[src/design/nba_defines.svh]
// constants for the notch boxcar averager
`ifndef NBA_DEFINES_SVH
`define NBA_DEFINES_SVH

// ----------------------------------------------------------------
// timing
// ----------------------------------------------------------------
`define NBA_CLK_PERIOD_NS   10
`define NBA_CYC_PER_US      (1000 / `NBA_CLK_PERIOD_NS)
`define NBA_OVERHEAD_NS     500
`define NBA_OVERHEAD_CYC    ((`NBA_OVERHEAD_NS + `NBA_CLK_PERIOD_NS - 1) / `NBA_CLK_PERIOD_NS)
`define NBA_DEFAULT_SETTLE_US 450

// ----------------------------------------------------------------
// converter and sequence
// ----------------------------------------------------------------
`define NBA_SAMPLE_RATE_HZ  31250
`define NBA_BRIDGE_PHASES   4
`define NBA_SINGLE_PHASES   1

`endif

[src/design/nba_pkg.sv]
// types for the notch boxcar averager
package nba_pkg;
    typedef enum logic [2:0] {
        S_IDLE,
        S_CALC,
        S_SETTLE,
        S_AVERAGE,
        S_DIVIDE,
        S_OVERHEAD
    } state_t;
endpackage

[src/design/notch_boxcar_averager.sv]
// boxcar averaging filter with programmable first notch
// Operation
// - converter samples arrive at 31250 per second and that rate is the base of every averaging count.
// - each result is the mean of one block of consecutive samples per phase, each block as long as the rate over the notch frequency.
// - the averaging count is rounded to a whole number of samples, so the real notch may shift slightly.
// - the first notch frequency is programmable and nulls itself and all its integer multiples.
// - the filtering phase lasts one period of the notch frequency.
// - a settling setting of zero picks the built-in default, any other value is used as given.
// - a result is made of settling, then averaging, then fixed overhead.
// - a bridge measurement with both reversals settles again in each of four phases.
`timescale 1ns/1ps
`include "nba_defines.svh"

module notch_boxcar_averager #(
    parameter int SW    = 24,
    parameter int ACC_W = SW + 17
) (
    // clock and reset
    input  wire logic                 clk_sys,
    input  wire logic                 rst_b,
    input  wire logic                 clk_en,
    // converter sample stream
    input  wire logic                 sample_valid,
    input  wire logic signed [SW-1:0] sample_data,
    // measurement sequencer
    input  wire logic                 start,
    input  wire logic                 bridge_mode,
    input  wire logic [15:0]          first_notch_freq,
    input  wire logic [15:0]          settle_interval_setting,
    output logic                      busy,
    output logic signed [SW-1:0]      result,
    output logic                      result_valid,
    output logic [15:0]               avg_count
);

    // ----------------------------------------------------------------
    // helpers
    // ----------------------------------------------------------------
    localparam logic [6:0]  CYC_US  = 7'(`NBA_CYC_PER_US);
    localparam logic [15:0] OVH_CYC = 16'(`NBA_OVERHEAD_CYC);
    localparam logic [6:0]  DIV_N   = 7'(ACC_W);

    function automatic logic [15:0] settle_load(input logic [15:0] cfg);
        return (cfg == 16'h0000) ? 16'(`NBA_DEFAULT_SETTLE_US) : cfg;
    endfunction

    // one restoring step: returns {remainder, quotient}
    function automatic logic [2*ACC_W-1:0] div_step(input logic [ACC_W-1:0] rem,
                                                    input logic [ACC_W-1:0] quo,
                                                    input logic [ACC_W-1:0] dvs);
        logic [ACC_W-1:0] r;
        logic [ACC_W-1:0] q;
        r = {rem[ACC_W-2:0], quo[ACC_W-1]};
        q = {quo[ACC_W-2:0], 1'b0};
        if (r >= dvs) begin
            r    = r - dvs;
            q[0] = 1'b1;
        end
        return {r, q};
    endfunction

    // ----------------------------------------------------------------
    // state
    // ----------------------------------------------------------------
    nba_pkg::state_t          state, next_state;
    logic [15:0]              freq, next_freq;
    logic [15:0]              settle_cfg, next_settle_cfg;
    logic                     bridge, next_bridge;
    logic [15:0]              settle_us, next_settle_us;
    logic [6:0]               pre, next_pre;
    logic [2:0]               phase, next_phase;
    logic [15:0]              smp_cnt, next_smp_cnt;
    logic signed [ACC_W-1:0]  acc, next_acc;
    logic signed [ACC_W-1:0]  tot, next_tot;
    logic [ACC_W-1:0]         rem, next_rem;
    logic [ACC_W-1:0]         quo, next_quo;
    logic [ACC_W-1:0]         dvs, next_dvs;
    logic [6:0]               dbits, next_dbits;
    logic                     neg, next_neg;
    logic [15:0]              ovh, next_ovh;
    logic                     next_busy;
    logic signed [SW-1:0]     next_result;
    logic                     next_result_valid;
    logic [15:0]              next_avg_count;
    logic [2:0]               last_phase;
    logic [2*ACC_W-1:0]       step;
    logic signed [ACC_W-1:0]  sum;

    assign last_phase = bridge ? 3'(`NBA_BRIDGE_PHASES - 1) : 3'(`NBA_SINGLE_PHASES - 1);

    always_comb begin
        next_state        = state;
        next_freq         = freq;
        next_settle_cfg   = settle_cfg;
        next_bridge       = bridge;
        next_settle_us    = settle_us;
        next_pre          = pre;
        next_phase        = phase;
        next_smp_cnt      = smp_cnt;
        next_acc          = acc;
        next_tot          = tot;
        next_rem          = rem;
        next_quo          = quo;
        next_dvs          = dvs;
        next_dbits        = dbits;
        next_neg          = neg;
        next_ovh          = ovh;
        next_busy         = busy;
        next_result       = result;
        next_result_valid = 1'b0;
        next_avg_count    = avg_count;
        step              = div_step(rem, quo, dvs);
        sum               = tot + acc;
        case (state)
            nba_pkg::S_IDLE: begin
                if (start) begin
                    // zero notch would divide by zero; treat as 1 Hz
                    next_freq       = (first_notch_freq == 16'h0000) ? 16'h0001 : first_notch_freq;
                    next_settle_cfg = settle_interval_setting;
                    next_bridge     = bridge_mode;
                    // round to nearest: (rate + f/2) / f
                    next_rem   = '0;
                    next_quo   = ACC_W'(`NBA_SAMPLE_RATE_HZ) + ACC_W'(first_notch_freq[15:1]);
                    next_dvs   = ACC_W'(next_freq);
                    next_dbits = DIV_N;
                    next_busy  = 1'b1;
                    next_state = nba_pkg::S_CALC;
                end
            end
            nba_pkg::S_CALC: begin
                next_rem   = step[2*ACC_W-1:ACC_W];
                next_quo   = step[ACC_W-1:0];
                next_dbits = dbits - 7'h01;
                if (dbits == 7'h01) begin
                    next_avg_count = step[15:0];
                    next_phase     = 3'h0;
                    next_tot       = '0;
                    next_settle_us = settle_load(settle_cfg);
                    next_pre       = 7'h00;
                    next_state     = nba_pkg::S_SETTLE;
                end
            end
            nba_pkg::S_SETTLE: begin
                if (settle_us == 16'h0000) begin
                    next_acc     = '0;
                    next_smp_cnt = 16'h0000;
                    next_state   = nba_pkg::S_AVERAGE;
                end else if (pre == CYC_US - 7'h01) begin
                    next_pre       = 7'h00;
                    next_settle_us = settle_us - 16'h0001;
                end else begin
                    next_pre = pre + 7'h01;
                end
            end
            nba_pkg::S_AVERAGE: begin
                // one notch period of samples: the boxcar nulls f and its multiples
                if (sample_valid) begin
                    next_acc     = acc + ACC_W'(sample_data);
                    next_smp_cnt = smp_cnt + 16'h0001;
                    if (smp_cnt == avg_count - 16'h0001) begin
                        next_tot = tot + acc + ACC_W'(sample_data);
                        if (phase == last_phase) begin
                            // divide magnitude so the mean truncates toward zero
                            next_neg   = (sum + ACC_W'(sample_data)) < 0;
                            next_rem   = '0;
                            next_quo   = ACC_W'(next_neg ? -(sum + ACC_W'(sample_data)) : sum + ACC_W'(sample_data));
                            next_dvs   = ACC_W'(avg_count) * ACC_W'(last_phase + 3'h1);
                            next_dbits = DIV_N;
                            next_state = nba_pkg::S_DIVIDE;
                        end else begin
                            // each reversal phase settles afresh
                            next_phase     = phase + 3'h1;
                            next_settle_us = settle_load(settle_cfg);
                            next_pre       = 7'h00;
                            next_state     = nba_pkg::S_SETTLE;
                        end
                    end
                end
            end
            nba_pkg::S_DIVIDE: begin
                next_rem   = step[2*ACC_W-1:ACC_W];
                next_quo   = step[ACC_W-1:0];
                next_dbits = dbits - 7'h01;
                if (dbits == 7'h01) begin
                    next_result = neg ? -SW'(step[ACC_W-1:0]) : SW'(step[ACC_W-1:0]);
                    next_ovh    = 16'h0000;
                    next_state  = nba_pkg::S_OVERHEAD;
                end
            end
            nba_pkg::S_OVERHEAD: begin
                next_ovh = ovh + 16'h0001;
                if (ovh == OVH_CYC - 16'h0001) begin
                    next_result_valid = 1'b1;
                    next_busy         = 1'b0;
                    next_state        = nba_pkg::S_IDLE;
                end
            end
            default: begin
                next_state = nba_pkg::S_IDLE;
                next_busy  = 1'b0;
            end
        endcase
    end

    always_ff @(posedge clk_sys or negedge rst_b) begin
        if (!rst_b) begin
            state        <= nba_pkg::S_IDLE;
            freq         <= 16'h0001;
            settle_cfg   <= 16'h0000;
            bridge       <= 1'b0;
            settle_us    <= 16'h0000;
            pre          <= 7'h00;
            phase        <= 3'h0;
            smp_cnt      <= 16'h0000;
            acc          <= '0;
            tot          <= '0;
            rem          <= '0;
            quo          <= '0;
            dvs          <= '0;
            dbits        <= 7'h00;
            neg          <= 1'b0;
            ovh          <= 16'h0000;
            busy         <= 1'b0;
            result       <= '0;
            result_valid <= 1'b0;
            avg_count    <= 16'h0000;
        end else if (clk_en) begin
            state        <= next_state;
            freq         <= next_freq;
            settle_cfg   <= next_settle_cfg;
            bridge       <= next_bridge;
            settle_us    <= next_settle_us;
            pre          <= next_pre;
            phase        <= next_phase;
            smp_cnt      <= next_smp_cnt;
            acc          <= next_acc;
            tot          <= next_tot;
            rem          <= next_rem;
            quo          <= next_quo;
            dvs          <= next_dvs;
            dbits        <= next_dbits;
            neg          <= next_neg;
            ovh          <= next_ovh;
            busy         <= next_busy;
            result       <= next_result;
            result_valid <= next_result_valid;
            avg_count    <= next_avg_count;
        end
    end
endmodule

[config.mk]
export PLATFORM = sky130hd
export DESIGN_NAME = notch_boxcar_averager
export DESIGN_NICKNAME = d
export VERILOG_FILES = /design/src/design/nba_pkg.sv /design/src/design/notch_boxcar_averager.sv
export VERILOG_INCLUDE_DIRS = /design/src /design/src/design
export SDC_FILE = /design/constraint.sdc
export NUM_CORES = 1
export LEC_CHECK = 0
export ABC_AREA = 1
export BUFFER_PORTS_ARGS = -buffer_cell sky130_fd_sc_hd__buf_2
export CAP_MARGIN = 20
export CORE_AREA = 2 2 323 325
export DETAILED_ROUTE_END_ITERATION = 10
export DIE_AREA = 0 0 325 327
export PLACE_DENSITY_LB_ADDON = 0.08
export SKIP_LAST_GASP = 1
export SLEW_MARGIN = 0
export SYNTH_ARGS = -nofsm -noshare
export SYNTH_HDL_FRONTEND = slang
export SYNTH_SLANG_ARGS = --single-unit
[constraint.sdc]
create_clock -name clk_sys -period 11.3 [get_ports clk_sys]
set_input_delay 1.695 -clock clk_sys [delete_from_list [all_inputs] [get_ports clk_sys]]
set_output_delay 1.695 -clock clk_sys [all_outputs]
set_load 0.01 [all_outputs]
==> results of run 1 <==
## sequential cells by signal (all words and copies together), names as in the netlist, 7 cells and up
name        cells
dbits           7
pre             7
acc            41
result         24
settle_us      16
rem            40
dvs            19
smp_cnt        16
quo            41
settle_cfg     16
tot            41
avg_count      16
ovh            16
## placed cells by master (no fill, tap or decap), types with 18 or more instances in the layout
cell type and n:
nand2_1 947, fa_1 44, inv_1 475, ha_1 123
nand4_1 51, nor4_1 18, o21ai_1 53, dfrtp_1 310
a31oi_1 19, buf_2 102, inv_2 29, o31ai_1 43
a21oi_1 232, xnor2_1 25, clkbuf_16 46, nand2_2 27
nor2_2 26, nand3_1 230, nor3_1 58, buf_4 20
xor2_1 75, nor2_1 387, o21ai_0 256, o22ai_2 23
## cell families after synthesis
kind of cell / after synthesis
xor+xnor: 101
simple gates: 1811
compound gates: 732
mux: 2
buf+inv: 597
other cells: 1
fa+ha+maj: 167
flops: 310
## how the worst max path moves through the flow
| stage | from | to | slack [ns] | cells after the start |
|---|---|---|---|---|
| 3_3_place_gp | sample_data[23] | quo[33] | 5.40 | 19 |
| 3_5_place_dp | sample_data[23] | quo[33] | 5.37 | 19 |
| 5_1_grt | sample_data[23] | quo[33] | 5.46 | 19 |
| 4_1_cts | sample_data[23] | quo[33] | 6.07 | 20 |
| 6_report | sample_data[23] | quo[33] | 6.06 | 19 |
| 2_1_floorplan | sample_data[1] | quo[38] | 6.70 | 23 |
## metal layers
metal | GRT usage (%) | wire, microns | vias up
met5 | 0 | 20 | -
met4 | 4.87 | 2420 | 4
met3 | 2.50 | 3450 | 99
met2 | 30.6 | 45000 | 335
met1 | 24.3 | 46000 | 11400
li1 | - | - | 12400
## power breakdown
part	switching (W)	internal (W)	total [W]	leakage (nW)
clock network	0.000620	0.00100	0.00162	0.812
registers	0.000387	0.00150	0.00189	4.03
logic	0.00436	0.00190	0.00626	9.44
## cell type report
type                            instances  area, sq um
Antenna cell                            3         7.51
Clock buffer                           59         1270
Clock inverter                         25          384
Fill cell                           11500        73700
Inverter                              508         1910
Multi-Input combinational cell       2826        15500
Sequential cell                       310         7760
Tap cell                             1380         1730
Timing Repair Buffer                  124          703
## worst max-delay path: stages
cell	delay, ns
buf_2	0.07
buf_4	0.50
fa_1	0.51
ha_1	0.40
a21oi_1	0.21
a21boi_1	0.27
nand2_1	0.09
a21oi_1	0.23
nand2_2	0.10
nand2_1	0.08
nand2_1	0.05
nand2_1	0.11
nand2_4	0.16
inv_2	0.61
nand2_1	0.20
nand4_1	0.15
nand2_1	0.05
nor2_1	0.13
nor2_1	0.05
## metrics by stage
| step | area [sq um] | hold WS, ns |
|---|---|---|
| after floorplan | 25600 | 0.446 |
| final | 29200 | 0.473 |
| after CTS | 29200 | 0.482 |
| after global placement | 27500 | 0.467 |
| after global routing | 29200 | 0.506 |
| after detailed placement | 27500 | 0.467 |
==> impl_results.md, run 1 <==
* Drt first pass iters at 9
* Most common cell in the synthesized netlist: nand2_1
* Starting density of the core at 24.8%
* Post-CTS setup buffer count at 0
* Ys async rst share at 100%
* Compound-Gate Fraction of Synth Area at 16.7%
* Placer Congestion at 0.862
* Main combinational cell family by area after synthesis: simple AND/OR/NAND/NOR gates
* Main synth FF type: dfrtp_1
* Status: complete, no violations
* Gr ovfl total at 0
* Adder-cell area share of the yosys netlist at 9.47%
* Period minus WS final at 5.24 ns
* Worst EP required at 11.83 ns
* Post-synth EDFFs at 0
* Synth top area share at 30.4%
* Global-route wire length before repair at 149000 microns
* Buffers on Ports at 103
* Pleak at 14.3 nW
* Pre-CTS setup slack at 5.37 ns
* Worst R2R End: quo[31]
* R2R setup slack at 6.62 ns
* Nets@finish at 4045
* Crit path launch type: input pin
* Initial antenna violation count at 6
* Crit path DAT at 5.76 ns
* Util after Layout at 28.4%
* Final period util at 46.3%
* Fin. Hold Viols at 0
* IO Count at 104
* Relative max-transition margin at 30.3%
* Yosys reg bits at 310
* Share of layout cells above drive strength 1 at 9.24%
* Crit Path Category: input pin to register
* Final worst-path setup slack at 6.06 ns
* Total power at 0.00976 W
* Hold path cells at 2
* Synth top cells by count: 947 x nand2_1, 475 x inv_1, 387 x nor2_1
* Crit-path max FO at 39
* Peak supply drop at 0.121 mV
* Yosys cell types at 69
* Post-CTS Resized at 0
* Setup crit end kind: register
* DR WL/cell at 18.5 microns
* Fin Clk Skew at 0.0387 ns
* CTS Buf Count at 46
* RSZ-0062 raised after global routing: no
* Count of final setup violators at 0
* Placed Instances at 5147
* Synthesized area at 0.0255 sq mm
* DRT antenna net count at 0
* FF-to-FF path depth at 19
* Syn Inst Count at 3721
* Reg clk slew, reported paths at 0.06 ns
* Proportion of synthesized area in mux cells at 0.0833%
* CTS tree: done
* Row count at 118
* Mean Syn Cell Area at 6.86 sq um
* Worst Max-Slew Pin Slew at 1.04 ns
* Sequential share of the synthesized area at 30.4%
* Synth area leaders: dfrtp_1 30%, nand2_1 14%, inv_1 7.0%
* Worst min-delay path category: register to register
* Setup Total Neg Slack at 0 ns
* GRT Util Overall at 18.1%
* Max-slew violations at 0
* H-tree lvl count at 2
* Vias at 24300
* Final cell count without fillers at 5235
* CTS root buf: clkbuf_16
* Max Cap Viol at 0
* Dpl hpwl at 76000 microns
* Post-Route WL at 96900 microns
* TritonCTS Sinks at 310
* Skew-Pair Late Insertion Delay at 0.64 ns
* Die W at 325 microns
* P&R area growth vs syn at 14.4%
* Die area at 0.106 sq mm
* Ys Warns at 0
* Largest net degree at the start of global routing at 82
* HP Start: result[15]
* Simple-Gate Fraction of Synth Area at 30.6%
* Post-synth top area cell: dfrtp_1
* Die height at 327 microns
* Pwr/cell area at 334 mW/mm^2
* Initial DRC Count at 1606
* Worst r2r src: avg_count[0]
* Core area at 0.103 sq mm
* Hold-critical path endpoint: result[15]
* # hold bufs at CTS at 0
* Deepest clock path buffer count at 3
* Post-DR vias/cell at 4.64
* Post-route DRC violation count at 0
* FMAX at 191 MHz
* Vias in the first global route at 24200
* Xor/xnor share of the synthesized area at 3.52%
No activity file was read; power rests on OpenSTA's default activity.
==> inputs of run 2 (changes only) <==
- clock period: 11.3 -> 5.4 ns (I/O delays scaled with it)
==> impl_results.md, run 2 (synthesis gave the netlist of run 1 again) <==
* Placer Congestion at 0.867 (+0.58%)
* Pleak at 14.3 nW (-0.12%)
* Count of final setup violators at 0 (unchanged)
* # hold bufs at CTS at 0 (unchanged)
* Initial DRC Count at 1611 (+0.31%)
* Buffers on Ports at 103 (unchanged)
* Largest registers: acc x41, quo x41, tot x41
* Max Cap Viol at 0 (unchanged)
* Crit-path max FO at 4 (-90%)
* Period minus WS final at 4.20 ns
* Crit-path max cell delay at 0.39 ns (-0.22 ns)
* Fin. Hold Viols at 0 (unchanged)
* DR WL/cell at 18.3 microns (-1.3%)
* CTS tree: done
* Post-CTS Resized at 0 (unchanged)
* H-tree lvl count at 2 (unchanged)
* Global-route wire length before repair at 149000 microns (about the same)
* Dpl hpwl at 76300 microns (+0.41%)
* Reg clk slew, reported paths at 0.06 ns (about the same)
* DRT antenna net count at 0 (unchanged)
* Filler Cell Count at 11500 (+0.68%)
* Final Cell Area at 0.0292 sq mm (-0.16%)
* Total power at 0.0202 W (+110%)
* Worst Max-Slew Pin Slew at 1.06 ns (+0.0167 ns)
* Post-CTS setup buffer count at 0 (unchanged)
* Setup crit end kind: register
* Buf/Inv on CP at 2 (-1)
* Post-route DRC violation count at 0 (unchanged)
* Most frequent cells in the layout: 947 x nand2_1, 475 x inv_1, 387 x nor2_1, 310 x dfrtp_1, 256 x o21ai_0
* Worst path top cell family by delay: simple AND/OR/NAND/NOR gates
* Pwr/cell area at 694 mW/mm^2 (+110%)
* Die area at 0.106 sq mm (unchanged)
* Post-Route WL at 95800 microns (-1.2%)
* RSZ-0062 raised after global routing: no
* CTS root buf: clkbuf_16
* Core area at 0.103 sq mm (unchanged)
* Peak supply drop at 0.230 mV (+90%)
* Nets@finish at 4055 (+0.25%)
* CP max stage cell: dfrtp_1
* Share of layout cells above drive strength 1 at 9.28% (+0.035 points)
* Die height at 327 microns (unchanged)
* Crit Path Category: register to register
* N_diodes at 0 (-3)
* GRT Util Overall at 18.0% (-0.15 points)
* Crit path DAT at 4.68 ns (-1.08 ns)
* Worst EP required at 5.88 ns (-5.95 ns)
* Worst min-delay path category: input pin to async pin
* Max-slew violations at 0 (unchanged)
* Vias in the first global route at 24500 (+1.2%)
* TritonCTS Sinks at 310 (unchanged)
* Setup Total Neg Slack at 0 ns (unchanged)
* Status: complete, no violations
* Initial antenna violation count at 5 (-1)
* Starting density of the core at 24.8% (unchanged)
* P&R area growth vs syn at 14.2%
* Deepest clock path buffer count at 3 (unchanged)
* Gr ovfl total at 0 (unchanged)
* FMAX at 238 MHz
* Crit path launch type: register
* CTS Buf Count at 43 (-6.5%)
* Fin Clk Skew at 0.0303 ns (-0.00833 ns)
* Skew-Pair Late Insertion Delay at 0.62 ns (-0.02 ns)
* Dpl cell area at 0.0277 sq mm (+0.47%)
* Drt first pass iters at 7 (-2)
* Largest net degree at the start of global routing at 101 (+23%)
* Relative max-transition margin at 29.4% (-0.85 points)
* Most common cell after layout, fill and taps aside: nand2_1
* IO Count at 104 (unchanged)
* CP Cell Sequence: ha_1 > nand2_1 > nor2_1 > nor2_1 > o21ai_1 > inv_1 > o21ai_2 > nand2_1 > nand4_1 > nor2_4 > ha_1 > nand3_1 > nor3_1 > nand3_1 > nor3_1 > inv_1 > o41ai_1 > o21ai_0 > xnor2_1 > o21ai_0
* Die W at 325 microns (unchanged)
* Fin Hold WS at 0.202 ns (-0.271 ns)
* Final period util at 77.7%
* Post-DR vias/cell at 4.65 (+0.41%)
* Vias at 24400 (+0.48%)
* Row count at 118 (unchanged)
run 2: cell count changes in the layout (fill, tap and decap cells not counted), sizes merged:
cell      previous run  this run
buf                124       137
clkinv              16         8
clkbuf              59        66
bufinv               9         5
diode                3         0
clkinvlp             3         2
run 2: path summary, 6_finish.rpt:
path                                             start             end  slack (ns)  depth (start not counted)
max                                             rem[1]      result[20]        1.20                         20
min                                              rst_b     smp_cnt[13]        0.20                          1
max reg2reg                                     rem[1]      result[20]        1.20                         20
min reg2reg                                     dvs[0]          dvs[0]        0.48                          2
max in group asynchronous                        rst_b         acc[35]        4.03                          2
min in group clk_sys       settle_interval_setting[15]  settle_cfg[15]        0.43                          3
run 2: report_power, final:
group | total, W | switching (W) | internal, W | leakage (nW)
clock | 0.00309 | 0.00121 | 0.00188 | 0.731
sequential | 0.00396 | 0.000825 | 0.00314 | 4.03
combinational | 0.0132 | 0.00913 | 0.00407 | 9.50
run 2: per-layer routing:
layer  part of all wire, %  track usage (%)  vias up
li1                      -                -    12400
met1                    47             24.4    11500
met2                    47             30.7      397
met3                   3.8             2.41       77
met4                   1.7             3.49        0
met5                     0                0        -
run 2: stage by stage:
step                std cells  util [%]  worst slack (ns)
CTS                      5239      28.3              1.14
detailed placement       5161      26.9             0.765
floorplan                3733         -              1.68
global route             5239      28.3             0.785
finish                   5239      28.3              1.20
global placement         5161      26.9             0.838
run 2: worst register-to-register path, stage by stage, from the launching register on:
cell and delay (ns):
dfrtp_1 0.39, ha_1 0.36, nand2_1 0.12, nor2_1 0.05
nor2_1 0.19, o21ai_1 0.15, inv_1 0.14, o21ai_2 0.10
nand2_1 0.11, nand4_1 0.16, nor2_4 0.20, ha_1 0.20
nand3_1 0.11, nor3_1 0.19, nand3_1 0.13, nor3_1 0.35
inv_1 0.16, o41ai_1 0.38, o21ai_0 0.21, xnor2_1 0.26
o21ai_0 0.11
run 2: cell type report:
class	count	area (sq um)	share of cell area (%)
clock inverters	12	230	0.789
well taps	1380	1730	5.92
inverters	508	1910	6.54
flip-flops and latches	310	7760	26.6
repair buffers	137	806	2.76
clock buffers	66	1280	4.40
multi-input cells	2826	15500	53.0
